**config.mk**
```make
export PLATFORM = sky130hd
export DESIGN_NAME = emtr_msg_engine
export DESIGN_NICKNAME = d
export VERILOG_FILES = /design/src/core/emtr_pkg.sv /design/src/core/emtr_req_queue.sv /design/src/core/emtr_rx_intx.sv /design/src/core/emtr_msg_engine.sv
export SDC_FILE = /design/constraint.sdc
export NUM_CORES = 2
export LEC_CHECK = 0
export BUFFER_PORTS_ARGS = -buffer_cell sky130_fd_sc_hd__buf_2
export CORE_ASPECT_RATIO = 1.75
export CORE_MARGIN = 2
export CORE_UTILIZATION = 65
export DETAILED_ROUTE_END_ITERATION = 10
export HOLD_SLACK_MARGIN = 0.05
export PLACE_DENSITY_LB_ADDON = 0.2
export REMOVE_ABC_BUFFERS = 1
export SYNTH_ARGS = -nofsm -noshare
export SYNTH_HDL_FRONTEND = slang
export SYNTH_HIERARCHICAL = 1
export SYNTH_SLANG_ARGS = --single-unit
```
**constraint.sdc**
```tcl
create_clock -name mclk -period 19.9 [get_ports mclk]
set_input_delay 1.99 -clock mclk [delete_from_list [all_inputs] [get_ports mclk]]
set_output_delay 1.99 -clock mclk [all_outputs]
set_load 0.02 [all_outputs]
```
**src/core/emtr_pkg.sv**
```systemverilog
/*
 * constants, message codes and carrier structs of the express message engine.
 * assumes one clock domain (mclk, 50 MHz) and strobes that last one cycle.
 */
package emtr_pkg;

    // ------------------------------------------------------------
    // message codes and routings
    // ------------------------------------------------------------
    localparam logic [7:0] CODE_ERR_COR = 8'h30;
    localparam logic [7:0] CODE_ERR_NONFATAL = 8'h31;
    localparam logic [7:0] CODE_ERR_FATAL = 8'h33;
    localparam logic [7:0] CODE_UNLOCK = 8'h00;
    localparam logic [7:0] CODE_SLOT_POWER = 8'h50;
    localparam logic [7:0] CODE_INTX_ASSERT = 8'h20;
    localparam logic [7:0] CODE_INTX_DEASSERT = 8'h24;
    localparam logic [4:0] CODE_INTX_GROUP = 5'h04;
    localparam logic [2:0] ROUTE_ROOT = 3'h0;
    localparam logic [2:0] ROUTE_BCAST = 3'h3;
    localparam logic [2:0] ROUTE_LOCAL = 3'h4;
    localparam logic [2:0] TC_ZERO = 3'h0;

    // ------------------------------------------------------------
    // field positions and values
    // ------------------------------------------------------------
    localparam int unsigned UNLOCK_SEND_BIT = 0;
    localparam int unsigned LEGACY_IRQ_ASSERT_BIT = 16;
    localparam int unsigned SLOT_VALUE_LSB = 7;
    localparam int unsigned SLOT_VALUE_MSB = 14;
    localparam int unsigned SLOT_SCALE_LSB = 15;
    localparam int unsigned SLOT_SCALE_MSB = 16;
    localparam logic [7:0] IRQ_LINE_NONE = 8'hff;
    localparam logic [7:0] IRQ_PIN_A = 8'h01;
    localparam logic [7:0] IRQ_PIN_D = 8'h04;

    // ------------------------------------------------------------
    // request sources, lowest index wins
    // ------------------------------------------------------------
    localparam int unsigned SRC_COR = 0;
    localparam int unsigned SRC_NONFATAL = 1;
    localparam int unsigned SRC_FATAL = 2;
    localparam int unsigned SRC_UNLOCK = 3;
    localparam int unsigned SRC_SLOT = 4;
    localparam int unsigned SRC_INTX = 5;
    localparam int unsigned SRC_SW = 6;
    localparam int unsigned NUM_SRC = 7;

    localparam int unsigned QUEUE_AW = 3;
    localparam logic [QUEUE_AW:0] QUEUE_DEPTH = 4'h8;

    // ------------------------------------------------------------
    // types
    // ------------------------------------------------------------
    typedef struct packed {
        logic [7:0] code;
        logic [2:0] routing;
        logic has_data;
        logic [2:0] tc;
        logic [63:0] addr;
        logic [31:0] data;
    } emtr_tlp_s;

    typedef struct packed {
        logic msg_issue_enable;
        logic msg_payload_select;
        logic [2:0] msg_routing_field;
        logic [7:0] msg_code_field;
    } emtr_msg_ctl_s;

    typedef struct packed {
        logic [7:0] irq_pin_select;
        logic [7:0] irq_line_field;
    } emtr_irq_cfg_s;

    typedef struct packed {
        logic [7:0] code;
        logic [2:0] tc;
    } emtr_rx_msg_s;

    typedef enum logic [0:0] {
        TX_IDLE = 1'b0,
        TX_HOLD = 1'b1
    } emtr_tx_state_e;

endpackage

```
**src/core/emtr_req_queue.sv**
```systemverilog
/*
 * small message queue: memory array with registered head word.
 * assumes the filler honours push_ready and the drainer pop_valid.
 */
`timescale 1ns/1ps
`default_nettype none

module emtr_req_queue import emtr_pkg::*; (
    input wire logic mclk,
    input wire logic rst,
    input wire logic push_valid,
    output logic push_ready,
    input wire emtr_tlp_s push_data,
    output logic pop_valid,
    input wire logic pop_ready,
    output emtr_tlp_s pop_data
);

    // ------------------------------------------------------------
    // pointers and count
    // ------------------------------------------------------------
    emtr_tlp_s mem [0:(1 << QUEUE_AW) - 1];
    logic [QUEUE_AW-1:0] wr_ptr, next_wr_ptr, rd_ptr, next_rd_ptr;
    logic [QUEUE_AW:0] cnt, next_cnt;
    logic head_valid, next_head_valid;
    logic push, load;

    always_comb begin
        push_ready = (cnt != QUEUE_DEPTH);
        push = push_valid & push_ready;
        load = (cnt != '0) & (~head_valid | pop_ready);
        next_wr_ptr = push ? wr_ptr + 1'b1 : wr_ptr;
        next_rd_ptr = load ? rd_ptr + 1'b1 : rd_ptr;
        next_cnt = cnt + {{QUEUE_AW{1'b0}}, push} - {{QUEUE_AW{1'b0}}, load};
        if (load) begin
            next_head_valid = 1'b1;
        end else if (pop_ready) begin
            next_head_valid = 1'b0;
        end else begin
            next_head_valid = head_valid;
        end
    end

    always_ff @(posedge mclk or posedge rst) begin
        if (rst) begin
            wr_ptr <= '0;
            rd_ptr <= '0;
            cnt <= '0;
            head_valid <= 1'b0;
        end else begin
            wr_ptr <= next_wr_ptr;
            rd_ptr <= next_rd_ptr;
            cnt <= next_cnt;
            head_valid <= next_head_valid;
        end
    end

    // ------------------------------------------------------------
    // storage and registered read
    // ------------------------------------------------------------
    always_ff @(posedge mclk) begin
        if (push) begin
            mem[wr_ptr] <= push_data;
        end
    end

    always_ff @(posedge mclk or posedge rst) begin
        if (rst) begin
            pop_data <= '0;
        end else if (load) begin
            pop_data <= mem[rd_ptr];
        end
    end

    assign pop_valid = head_valid;

endmodule

`default_nettype wire

```
**src/core/emtr_rx_intx.sv**
```systemverilog
/*
 * receive side: legacy interrupt status, interrupt lines, malformed check.
 * assumes rx_valid marks one decoded message per cycle.
 */
`timescale 1ns/1ps
`default_nettype none

module emtr_rx_intx import emtr_pkg::*; (
    input wire logic mclk,
    input wire logic rst,
    input wire logic root_port_mode,
    input wire logic rx_valid,
    input wire emtr_rx_msg_s rx_msg,
    input wire logic [7:0] irq_line_field,
    output logic [3:0] intx_status,
    output logic [3:0] intx_irq,
    output logic rx_malformed
);

    // ------------------------------------------------------------
    // decode
    // ------------------------------------------------------------
    function automatic logic is_intx(input logic [7:0] code);
        is_intx = (code[7:3] == CODE_INTX_GROUP);
    endfunction

    function automatic logic tc0_only(input logic [7:0] code);
        tc0_only = is_intx(code) | (code == CODE_ERR_COR) | (code == CODE_ERR_NONFATAL)
            | (code == CODE_ERR_FATAL) | (code == CODE_UNLOCK) | (code == CODE_SLOT_POWER);
    endfunction

    logic [3:0] next_status, next_irq;
    logic next_malformed;
    logic tc_bad;

    always_comb begin
        next_status = intx_status;
        tc_bad = (rx_msg.tc != TC_ZERO);
        if (rx_valid & is_intx(rx_msg.code) & ~tc_bad & root_port_mode) begin
            next_status[rx_msg.code[1:0]] = ~rx_msg.code[2];
        end
        next_malformed = rx_valid & tc0_only(rx_msg.code)
            & (tc_bad | (is_intx(rx_msg.code) & ~root_port_mode));
        next_irq = (irq_line_field != IRQ_LINE_NONE) ? next_status : 4'h0;
    end

    always_ff @(posedge mclk or posedge rst) begin
        if (rst) begin
            intx_status <= 4'h0;
            intx_irq <= 4'h0;
            rx_malformed <= 1'b0;
        end else begin
            intx_status <= next_status;
            intx_irq <= next_irq;
            rx_malformed <= next_malformed;
        end
    end

endmodule

`default_nettype wire

```
**src/core/emtr_msg_engine.sv**
```systemverilog
/*
 * message engine top: automatic error messages, software triggered
 * messages, software built messages, queued transmit and INTx receive.
 * assumes register writes arrive as one-cycle strobes with data and that
 * the link side takes a message on tx_valid and tx_ready both high.
 */
// Function
// - correctable error sends ERR_COR when enabled
// - non-fatal error sends ERR_NONFATAL when enabled
// - fatal error sends ERR_FATAL when enabled
// - unlock bit write sends Unlock message
// - unlock only as Root Port
// - slot capability write sends power limit MsgD, only as Root Port
// - assert bit write sends Assert/Deassert for pin
// - INTx messages sent only as Endpoint
// - built message uses address, control; needs enable
// - data write launches one message; writes while one is still pending replace its contents
// - type bit picks Msg or MsgD payload
// - MsgD payload is exactly one doubleword
// - INTx codes per line, routing local
// - received Assert sets status, raises interrupt
// - received Deassert clears status, cancels interrupt
// - Endpoint treats received INTx as malformed
// - Deassert line D clears status bit three
// - nonzero traffic class on these is malformed
`timescale 1ns/1ps
`default_nettype none

module emtr_msg_engine import emtr_pkg::*; (
    input wire logic mclk,
    input wire logic rst,
    input wire logic root_port_mode,
    input wire logic err_cor_en,
    input wire logic err_nonfatal_en,
    input wire logic err_fatal_en,
    input wire logic err_cor_det,
    input wire logic err_nonfatal_det,
    input wire logic err_fatal_det,
    input wire logic unlock_control_wr,
    input wire logic [31:0] unlock_control_wdata,
    input wire logic slot_capability_wr,
    input wire logic [31:0] slot_capability_wdata,
    input wire logic legacy_irq_wr,
    input wire logic [31:0] legacy_irq_wdata,
    input wire emtr_irq_cfg_s irq_config_word,
    input wire logic [31:0] msg_addr_low_reg,
    input wire logic [31:0] msg_addr_high_reg,
    input wire emtr_msg_ctl_s msg_control_reg,
    input wire logic msg_data_wr,
    input wire logic [31:0] msg_data_wdata,
    output logic tx_valid,
    input wire logic tx_ready,
    output emtr_tlp_s tx_msg,
    input wire logic rx_valid,
    input wire emtr_rx_msg_s rx_msg,
    output logic [NUM_SRC-1:0] msg_pending,
    output logic legacy_irq_assert_bit,
    output logic [3:0] intx_status,
    output logic [3:0] intx_irq,
    output logic rx_malformed
);

    // ------------------------------------------------------------
    // message builder
    // ------------------------------------------------------------
    function automatic emtr_tlp_s make_tlp(
        input logic [7:0] code,
        input logic [2:0] routing,
        input logic has_data,
        input logic [63:0] addr,
        input logic [31:0] data
    );
        emtr_tlp_s t;
        t.code = code;
        t.routing = routing;
        t.has_data = has_data;
        t.tc = TC_ZERO;
        t.addr = addr;
        t.data = has_data ? data : 32'h0;
        make_tlp = t;
    endfunction

    // ------------------------------------------------------------
    // receive side
    // ------------------------------------------------------------
    emtr_rx_intx u_rx (
        .mclk(mclk),
        .rst(rst),
        .root_port_mode(root_port_mode),
        .rx_valid(rx_valid),
        .rx_msg(rx_msg),
        .irq_line_field(irq_config_word.irq_line_field),
        .intx_status(intx_status),
        .intx_irq(intx_irq),
        .rx_malformed(rx_malformed)
    );

    // ------------------------------------------------------------
    // request capture
    // ------------------------------------------------------------
    logic [NUM_SRC-1:0] req;
    logic pin_ok;
    logic [1:0] pin_idx;
    logic [7:0] pin_sel;

    always_comb begin
        pin_sel = irq_config_word.irq_pin_select;
        pin_ok = (pin_sel >= IRQ_PIN_A) & (pin_sel <= IRQ_PIN_D);
        pin_idx = 2'(pin_sel - IRQ_PIN_A);
        req = '0;
        req[SRC_COR] = err_cor_det & err_cor_en;
        req[SRC_NONFATAL] = err_nonfatal_det & err_nonfatal_en;
        req[SRC_FATAL] = (err_fatal_det | rx_malformed) & err_fatal_en;
        req[SRC_UNLOCK] = unlock_control_wr & unlock_control_wdata[UNLOCK_SEND_BIT]
            & root_port_mode;
        req[SRC_SLOT] = slot_capability_wr & root_port_mode;
        req[SRC_INTX] = legacy_irq_wr & ~root_port_mode & pin_ok;
        req[SRC_SW] = msg_data_wr & msg_control_reg.msg_issue_enable;
    end

    // ------------------------------------------------------------
    // payload holding registers
    // ------------------------------------------------------------
    emtr_tlp_s slot_msg, next_slot_msg;
    emtr_tlp_s intx_msg, next_intx_msg;
    emtr_tlp_s sw_msg, next_sw_msg;
    logic next_assert_bit;
    logic [7:0] intx_code;

    always_comb begin
        next_slot_msg = slot_msg;
        next_intx_msg = intx_msg;
        next_sw_msg = sw_msg;
        next_assert_bit = legacy_irq_assert_bit;
        intx_code = legacy_irq_wdata[LEGACY_IRQ_ASSERT_BIT]
            ? (CODE_INTX_ASSERT | {6'h0, pin_idx})
            : (CODE_INTX_DEASSERT | {6'h0, pin_idx});
        if (req[SRC_SLOT]) begin
            next_slot_msg = make_tlp(CODE_SLOT_POWER, ROUTE_LOCAL, 1'b1, 64'h0,
                {22'h0, slot_capability_wdata[SLOT_SCALE_MSB:SLOT_SCALE_LSB],
                slot_capability_wdata[SLOT_VALUE_MSB:SLOT_VALUE_LSB]});
        end
        if (req[SRC_INTX]) begin
            next_intx_msg = make_tlp(intx_code, ROUTE_LOCAL, 1'b0, 64'h0, 32'h0);
        end
        if (legacy_irq_wr & ~root_port_mode) begin
            next_assert_bit = legacy_irq_wdata[LEGACY_IRQ_ASSERT_BIT];
        end
        if (req[SRC_SW]) begin
            next_sw_msg = make_tlp(msg_control_reg.msg_code_field,
                msg_control_reg.msg_routing_field,
                msg_control_reg.msg_payload_select,
                {msg_addr_high_reg, msg_addr_low_reg},
                msg_data_wdata);
        end
    end

    always_ff @(posedge mclk or posedge rst) begin
        if (rst) begin
            slot_msg <= '0;
            intx_msg <= '0;
            sw_msg <= '0;
            legacy_irq_assert_bit <= 1'b0;
        end else begin
            slot_msg <= next_slot_msg;
            intx_msg <= next_intx_msg;
            sw_msg <= next_sw_msg;
            legacy_irq_assert_bit <= next_assert_bit;
        end
    end

    // ------------------------------------------------------------
    // pending flags and arbiter
    // ------------------------------------------------------------
    logic [NUM_SRC-1:0] next_pending, grant;
    logic push_ready, push_valid, found;
    emtr_tlp_s push_data;

    always_comb begin
        grant = '0;
        found = 1'b0;
        for (int i = 0; i < NUM_SRC; i++) begin
            if (msg_pending[i] & ~found & push_ready) begin
                grant[i] = 1'b1;
                found = 1'b1;
            end
        end
        push_valid = found;
        // set wins over the grant clear
        next_pending = (msg_pending & ~grant) | req;
    end

    always_comb begin
        if (grant[SRC_COR]) begin
            push_data = make_tlp(CODE_ERR_COR, ROUTE_ROOT, 1'b0, 64'h0, 32'h0);
        end else if (grant[SRC_NONFATAL]) begin
            push_data = make_tlp(CODE_ERR_NONFATAL, ROUTE_ROOT, 1'b0, 64'h0, 32'h0);
        end else if (grant[SRC_FATAL]) begin
            push_data = make_tlp(CODE_ERR_FATAL, ROUTE_ROOT, 1'b0, 64'h0, 32'h0);
        end else if (grant[SRC_UNLOCK]) begin
            push_data = make_tlp(CODE_UNLOCK, ROUTE_BCAST, 1'b0, 64'h0, 32'h0);
        end else if (grant[SRC_SLOT]) begin
            push_data = slot_msg;
        end else if (grant[SRC_INTX]) begin
            push_data = intx_msg;
        end else begin
            push_data = sw_msg;
        end
    end

    always_ff @(posedge mclk or posedge rst) begin
        if (rst) begin
            msg_pending <= '0;
        end else begin
            msg_pending <= next_pending;
        end
    end

    // ------------------------------------------------------------
    // ordered queue
    // ------------------------------------------------------------
    logic q_valid, q_pop;
    emtr_tlp_s q_data;

    emtr_req_queue u_queue (
        .mclk(mclk),
        .rst(rst),
        .push_valid(push_valid),
        .push_ready(push_ready),
        .push_data(push_data),
        .pop_valid(q_valid),
        .pop_ready(q_pop),
        .pop_data(q_data)
    );

    // ------------------------------------------------------------
    // transmit stage
    // ------------------------------------------------------------
    emtr_tx_state_e tx_state, next_tx_state;
    emtr_tlp_s next_tx_msg;
    logic next_tx_valid;

    always_comb begin
        q_pop = q_valid & ((tx_state == TX_IDLE) | tx_ready);
        next_tx_state = tx_state;
        next_tx_msg = tx_msg;
        case (tx_state)
            TX_IDLE: begin
                if (q_pop) begin
                    next_tx_state = TX_HOLD;
                    next_tx_msg = q_data;
                end
            end
            TX_HOLD: begin
                if (tx_ready) begin
                    if (q_pop) begin
                        next_tx_msg = q_data;
                    end else begin
                        next_tx_state = TX_IDLE;
                    end
                end
            end
            default: begin
                next_tx_state = TX_IDLE;
            end
        endcase
        next_tx_valid = (next_tx_state == TX_HOLD);
    end

    always_ff @(posedge mclk or posedge rst) begin
        if (rst) begin
            tx_state <= TX_IDLE;
            tx_msg <= '0;
            tx_valid <= 1'b0;
        end else begin
            tx_state <= next_tx_state;
            tx_msg <= next_tx_msg;
            tx_valid <= next_tx_valid;
        end
    end

endmodule

`default_nettype wire

```
After elaboration in Yosys (flattened, before gate mapping):

Memories as Yosys holds them, arrays and structs flattened. A register that Yosys moved wholly into a read port is not among the register bits.
Index checks and enable logic that the tools add are counted.
Widths: inputs -> output; s select.

* output and inout port bits: 129
* register bits: 269
* input bits: 247
* memories kept: 1
* bits in read-only memories: 0
* memory bits (writable): 888
* latch bits: 0

Memory list
* u_queue.mem: depth 8, width 111, read ports 1, clocked after Yosys merged registers in 1, wr ports 1, line emtr_req_queue.sv:22 `emtr_tlp_s mem [0:(1 << QUEUE_AW) - 1];`

* reductions and logical operators: 5
* divide/modulo/power cells: 0
* $add $sub $neg: 5
* eq/ne operators: 8
* bitwise gates (word level): 55
* magnitude comparators: 4
* multiply operators: 0
* shift-type cells: 0
* multiplexer cells: 36

Operators by type and width (count)
* $mux 111: 8
* $pmux 111 s2: 1
* $and 1x1->1: 32
* $mux 32: 1
* $eq 8x6->1 const B: 3
* $mux 1: 20
* $not 1->1: 11
* $or 1x1->1: 9
* $eq 8x7->1 const B: 1
* $ge 8x1->1 const B: 1
* $le 8x3->1 const B: 1
* $logic_not 8->1: 1
* $mux 4: 2
* $ne 8x8->1 const B: 1
* $and 7x7->7: 1
* $not 7->7: 1
* $or 7x7->7: 1
* $add 3x1->3 const B: 2
* $eq 5x3->1 const B: 1
* $add 4x1->4: 1
* $bwmux 4: 1
* $ne 4x4->1 const B: 1
* $reduce_bool 4->1: 1
* $sub 4x1->4: 1
* other kinds (10): 10

Depth between registers and ports, before layout:

* word-level depth: 30
* depth in mapped cells: 15
* depth with buffers taken out: 13

Modules after synthesis:

Netlist, hierarchy kept.

Modules (own cells, without submodules)
* emtr_req_queue: area an instance 38914.8 um^2, instances 1, sequential area each 29718.5 um^2, cells an instance 2085
* emtr_msg_engine: area an instance 10282.4 um^2, instances 1, sequential area each 6080.8 um^2, cells an instance 803
* emtr_rx_intx: area an instance 531.8 um^2, instances 1, sequential area each 225.2 um^2, cells an instance 47

Worst setup path before layout:

OpenSTA, ideal clock, no wires.

* kind: reg-to-reg
* from: reg u_queue.cnt[2]
* to: mem u_queue/mem[0][0] (netlist name) (enable)
* clock period less this slack: 9.981 ns
* data required time: 19.183 ns
* arrival: 9.265 ns
* stages on the path, launching flop included: 11
* library setup time: 0.717 ns
* slack: 9.919 ns
* cells stage by stage: dfrtp_1 > inv_1 > ha_1 > or3b_2 > clkbuf_1 > o21ai_1 > clkbuf_1 > and2_1 > nand2_1 > nand3b_1 > nor3_1

* cells in the longest elaborated chain, start to end: 30

Ends and longest elaborated chain
* start, declared: line emtr_req_queue.sv:24 `logic [QUEUE_AW:0] cnt, next_cnt;`
* start signal, assigned: line emtr_req_queue.sv:53 `cnt <= next_cnt;`
* $ne 4x4->1 (*): line emtr_req_queue.sv:29 `push_ready = (cnt != QUEUE_DEPTH);`
* net push_ready: line emtr_msg_engine.sv:176 `logic push_ready, push_valid, found;`
* $and 1x1->1: line emtr_msg_engine.sv:183 `if (msg_pending[i] & ~found & push_ready) begin`
* $mux 1: line emtr_msg_engine.sv:183
* $not 1->1: line emtr_msg_engine.sv:183
* $and 1x1->1 (2 in series): line emtr_msg_engine.sv:183
* $mux 1: line emtr_msg_engine.sv:183
* $not 1->1: line emtr_msg_engine.sv:183
* [14 not listed]
* $mux 1: line emtr_msg_engine.sv:183
* $not 1->1: line emtr_msg_engine.sv:183
* $and 1x1->1 (2 in series): line emtr_msg_engine.sv:183
* $mux 1 (*): line emtr_msg_engine.sv:183
* net found: line emtr_msg_engine.sv:176
* $and 1x1->1 (*): line emtr_req_queue.sv:30 `push = push_valid & push_ready;`
* $mux 1 (*): line emtr_req_queue.sv:62 `if (push) begin`
* $mux 1 (implied by the code) (*): line emtr_req_queue.sv:63 `mem[wr_ptr] <= push_data;`
* end, declared: line emtr_req_queue.sv:22

The timed path passes the listed nets; every way through them passes the cells marked *.

Worst setup path after layout:

* from: reg u_queue.cnt[2]
* to: mem u_queue/mem[7][57] (netlist name) (enable)

The elaborated chain is that of the path after synthesis.

==> results.txt <==
- DRC viols: 0
- In the synthesized netlist the async set-or-reset flop fraction comes to 0.296.
- Synth Area in Adders: 0.00317
- Post-DR vias/cell: 6.42
- Combinational family with the most area after synthesis: multiplexers
* Met2 routing resource usage after global routing: 0.518
* Share of the synthesized area in the top cell type: 0.536
- Sink Count: 1262
- Part of the total power dissipated in sequential elements: 0.458
- For this design the total switching power over the nets is 3040 uW.
* Worst r2r dst: u_queue/mem[7][57]
- Number of antenna diodes: 0
- Share of total power consumed by net switching: 0.337
- Final setup skew: 0.0166 ns
- Chain of cells forming the critical path: inv_1 > ha_1 > or3b_2 > o41ai_4 > buf_4 > and2_1 > nand2_1 > nand3_1 > nor2_4 > buf_4 > buf_4
- The core region is 0.0760 mm2.
- TritonCTS built the clock tree.
* Time the worst path needs with I/O delays and setup: 5.32 ns
- Pin placement for this block handled 376 I/O pins.
- VDD sags by at most 0.109 mV.
- Most frequent cell on the critical path: sky130_fd_sc_hd__buf_4
- Entering global routing, the biggest net connects 118 pins.
* H-tree Lvls: 3
- TNS Setup: 0 ns
- Seq/Total Area, Yosys: 0.724
- PostCTS Resize Cnt: 0
- In the final layout, the multi-input gates occupy 0.0128 mm2.
* Hold-critical path endpoint: intx_msg[102]
* Post-CTS Setup Repair Bufs: 0
- The final layout contains routed wiring with a total length of 116000 um.
- The portion of synthesized area spent on multiplexers is 0.143.
- Routability-driven placement finished with a final weighted congestion of 0.784.
- The floorplan step defined a die boundary enclosing 0.0788 mm2.
- The first global-routing pass estimated 174000 um of wire.
- The number of global-route vias before repair is 28986.
- The largest individual stage delay along the critical path comes from the cell sky130_fd_sc_hd__nor2_4.
- Overall power after layout: 9040 uW
- Clock-pin slew was measured on the worst setup and hold paths at 0.07 ns.
- Number of slew-limit violations in the final report: 0
- After detailed routing, the average wire length per cell comes to 26.9 um.
- The share of total power dissipated in combinational logic is 0.313.
- Synth top cells by count: sky130_fd_sc_hd__edfxtp_1 (888), sky130_fd_sc_hd__mux2_2 (424), sky130_fd_sc_hd__dfrtp_1 (374), sky130_fd_sc_hd__mux2i_1 (229), sky130_fd_sc_hd__o21ai_0 (154)
* Most Crowded Layer GR: met2
* Total Nets Final: 3471
* Chip height: 370 um
- Summed over all layers, the global routing overflow is 0.
- The synthesized design spends more area on one cell type than any other, namely sky130_fd_sc_hd__edfxtp_1.
- EDFF count, synth: 888
* Synth Area in Compound Gates: 0.0769
* Startpoint of the worst register-to-register path: u_queue/cnt[2]
- RSZ-0062 raised after global routing: false
- Fillcell total: 4674
- The run finished with clean final reports.
- Start point of the worst min-delay path: intx_msg[102]
* Clock tree root driver cell: sky130_fd_sc_hd__clkbuf_16
- Clk buf depth: 3
- Worst reg-to-reg path cell count: 11
- STA classifies the critical path startpoint as a flop.
- After synthesis, the netlist uses 61 different library cells.
- The mapped netlist covers 0.0497 mm2.
- Number of warnings issued by yosys: 6
- Averaged over all synthesized cells, the footprint is 16.9 um2.
- Clock buffer count from CTS: 105
- The initial antenna violation count was 2.
* Share of layout cells above drive strength 1: 0.313
- At the pin with the least slew margin, the transition time is 1.24 ns.
- Overall routing resource usage: 0.301
- The worst hold path belongs to the class reg -> reg.
* Type of the worst setup path: reg -> reg
- Register-to-Register Setup Slack: 14.58 ns
- Max stage delay on crit path: 0.89 ns
- Of the total power, the clock network draws 0.229.
- 1st-iter DRT viols: 2772
- Total half-perimeter wirelength after legalization and detailed placement: 60000 um
- Buffers added on ports: 291
- Final hold slack: 0.473 ns
- Critical path endpoint category: flop
- For this block, the via count after detailed routing is 27741.
- In the global route stage, met1 resource usage came out at 0.390.
- The first TritonRoute pass finished after 5 iterations.
- Met3 usage: 0.0456
* Remaining antenna violation count: 0
* Number of instances in the synthesized netlist: 2935
- Post-CTS Hold Buffers: 0
- The tool flagged a number of max-cap violations equal to 0.
- Of the total synthesized cell area, the portion taken by AND, OR, NAND and NOR gates is 0.0289.
- For this configuration, the core starts out at a cell density of 0.655.
- The number of failing hold endpoints at the final stage was 0.
- Across the whole layout, storage elements account for 0.0360 mm2.
- The later pin in the worst-skew pair is clocked with a latency of 0.69 ns.
- Chip Width: 213 um
- Portion of the clock cycle consumed by the worst path in the final layout: 0.267
- The initialized floorplan defines 134 standard-cell rows.
* Hold Path Depth: 1
- Static leakage power: 0.0214 uW
- Of the total synthesized cell area, the portion taken by XOR and XNOR cells is 0.00106.
- Layout Area Growth over Synthesis: 11.7%
* Internal power: 5990 uW
- Setup violations remaining at the end of the flow were counted as 0.
* Synth top area cells: sky130_fd_sc_hd__edfxtp_1 (54%), sky130_fd_sc_hd__dfrtp_1 (19%), sky130_fd_sc_hd__mux2_2 (9.6%)
- Slew headroom: 0.173
- Commonest register cell after synthesis: sky130_fd_sc_hd__edfxtp_1
* Most used standard cell by instance count after synthesis: sky130_fd_sc_hd__edfxtp_1
- Largest fanout on the critical path: 50
* CP required: 20.20 ns
- Static timing analysis puts the maximum clock frequency at 188 MHz.
* Post-synthesis sequential element count: 1262
- PwrDens: 163 mW/mm2
* Worst path arrival time: 5.62 ns
-- sequential cells by signal (all words and copies together), names as in the netlist --
name,flops
u_queue/mem,888
tx_msg,111
u_queue/pop_data,111
sw_msg,108
slot_msg,11
msg_pending,7
intx_msg,4
u_queue/cnt,4
u_rx/intx_irq,4
u_rx/intx_status,4
u_queue/rd_ptr,3
u_queue/wr_ptr,3
legacy_irq_assert_bit,1
tx_state,1
u_queue/pop_valid,1
u_rx/rx_malformed,1
-- worst max path at each step --
stage / startpoint / endpoint / slack (ns) / cells past startpoint
floorplan: u_queue/rd_ptr[0] / u_queue/pop_data[101] / 6.68 / 3
global placement: tx_ready / u_queue/pop_data[90] / 14.51 / 9
detailed placement: tx_ready / u_queue/pop_data[88] / 14.37 / 9
CTS: u_queue/cnt[2] / u_queue/mem[7][73] / 14.62 / 11
global route: u_queue/cnt[2] / u_queue/mem[7][40] / 14.42 / 11
finish: u_queue/cnt[2] / u_queue/mem[7][57] / 14.58 / 11
-- cells by family after synthesis --
| group | after synthesis |
|---|---|
| flops | 1262 |
| simple gates | 261 |
| xor+xnor | 6 |
| other cells | 1 |
| buf+inv | 214 |
| fa+ha+maj | 12 |
| compound gates | 523 |
| mux | 656 |
-- critical path, delay by kind of cell, from the launching register on --
kind / cells / cell delay, ns
AND/OR/NAND/NOR: 5 / 2.13
buffers and inverters: 4 / 1.98
flip-flops: 1 / 0.33
adder cells (fa/ha/maj): 1 / 0.21
AO/OA/AOI/OAI: 1 / 0.16
-- per-stage QoR --
step | worst slack (ns) | area (um2) | instances | util
global route | 14.42 | 55500 | 4322 | 0.731
floorplan | 6.68 | 48800 | 2764 | -
finish | 14.58 | 55500 | 4322 | 0.731
detailed placement | 14.37 | 52000 | 4125 | 0.685
CTS | 14.62 | 55500 | 4322 | 0.731
global placement | 14.51 | 52000 | 4125 | 0.685
-- layout by cell type, fill, tap and decap left out, types with 24 or more instances in the layout --
master,synthesis,final
sky130_fd_sc_hd__edfxtp_1,888,888
sky130_fd_sc_hd__mux2_2,424,424
sky130_fd_sc_hd__dfrtp_1,374,373
sky130_fd_sc_hd__buf_2,43,291
sky130_fd_sc_hd__mux2i_1,229,229
sky130_fd_sc_hd__o21ai_0,154,154
sky130_fd_sc_hd__a22o_1,112,112
sky130_fd_sc_hd__o22ai_1,112,112
sky130_fd_sc_hd__clkbuf_16,0,110
sky130_fd_sc_hd__nand2_1,95,92
sky130_fd_sc_hd__and3_1,88,88
sky130_fd_sc_hd__o31ai_1,58,58
sky130_fd_sc_hd__o31ai_2,55,55
sky130_fd_sc_hd__buf_4,23,49
sky130_fd_sc_hd__clkbuf_1,86,27
sky130_fd_sc_hd__conb_1,1,24
-- cell type report --
| cell class | count | area share |
|---|---|---|
| inverters | 20 | 0.00158 |
| well taps | 1020 | 0.0230 |
| multi-input cells | 1482 | 0.231 |
| repair buffers | 341 | 0.0332 |
| clock buffers | 152 | 0.0551 |
| clock inverters | 45 | 0.00771 |
| flip-flops and latches | 1262 | 0.649 |
-- power by group through the flow --
| stage | Clock (uW) | Combinational [uW] | Sequential [uW] |
|---|---|---|---|
| 3_5_place_dp | 0 | 2820 | 4180 |
| 5_1_grt | 2190 | 3000 | 4200 |
| 4_1_cts | 2090 | 2830 | 4130 |
| 6_report | 2070 | 2830 | 4140 |
| 2_1_floorplan | 0 | 2150 | 4420 |
| 3_3_place_gp | 0 | 2730 | 4120 |
-- routing by layer --
layer	vias up	share of wire
li1	11880	-
met2	1243	0.52
met3	235	0.072
met5	-	0.00028
met4	4	0.030
met1	14379	0.38
Note: power is estimated with default switching activity, not from simulation.
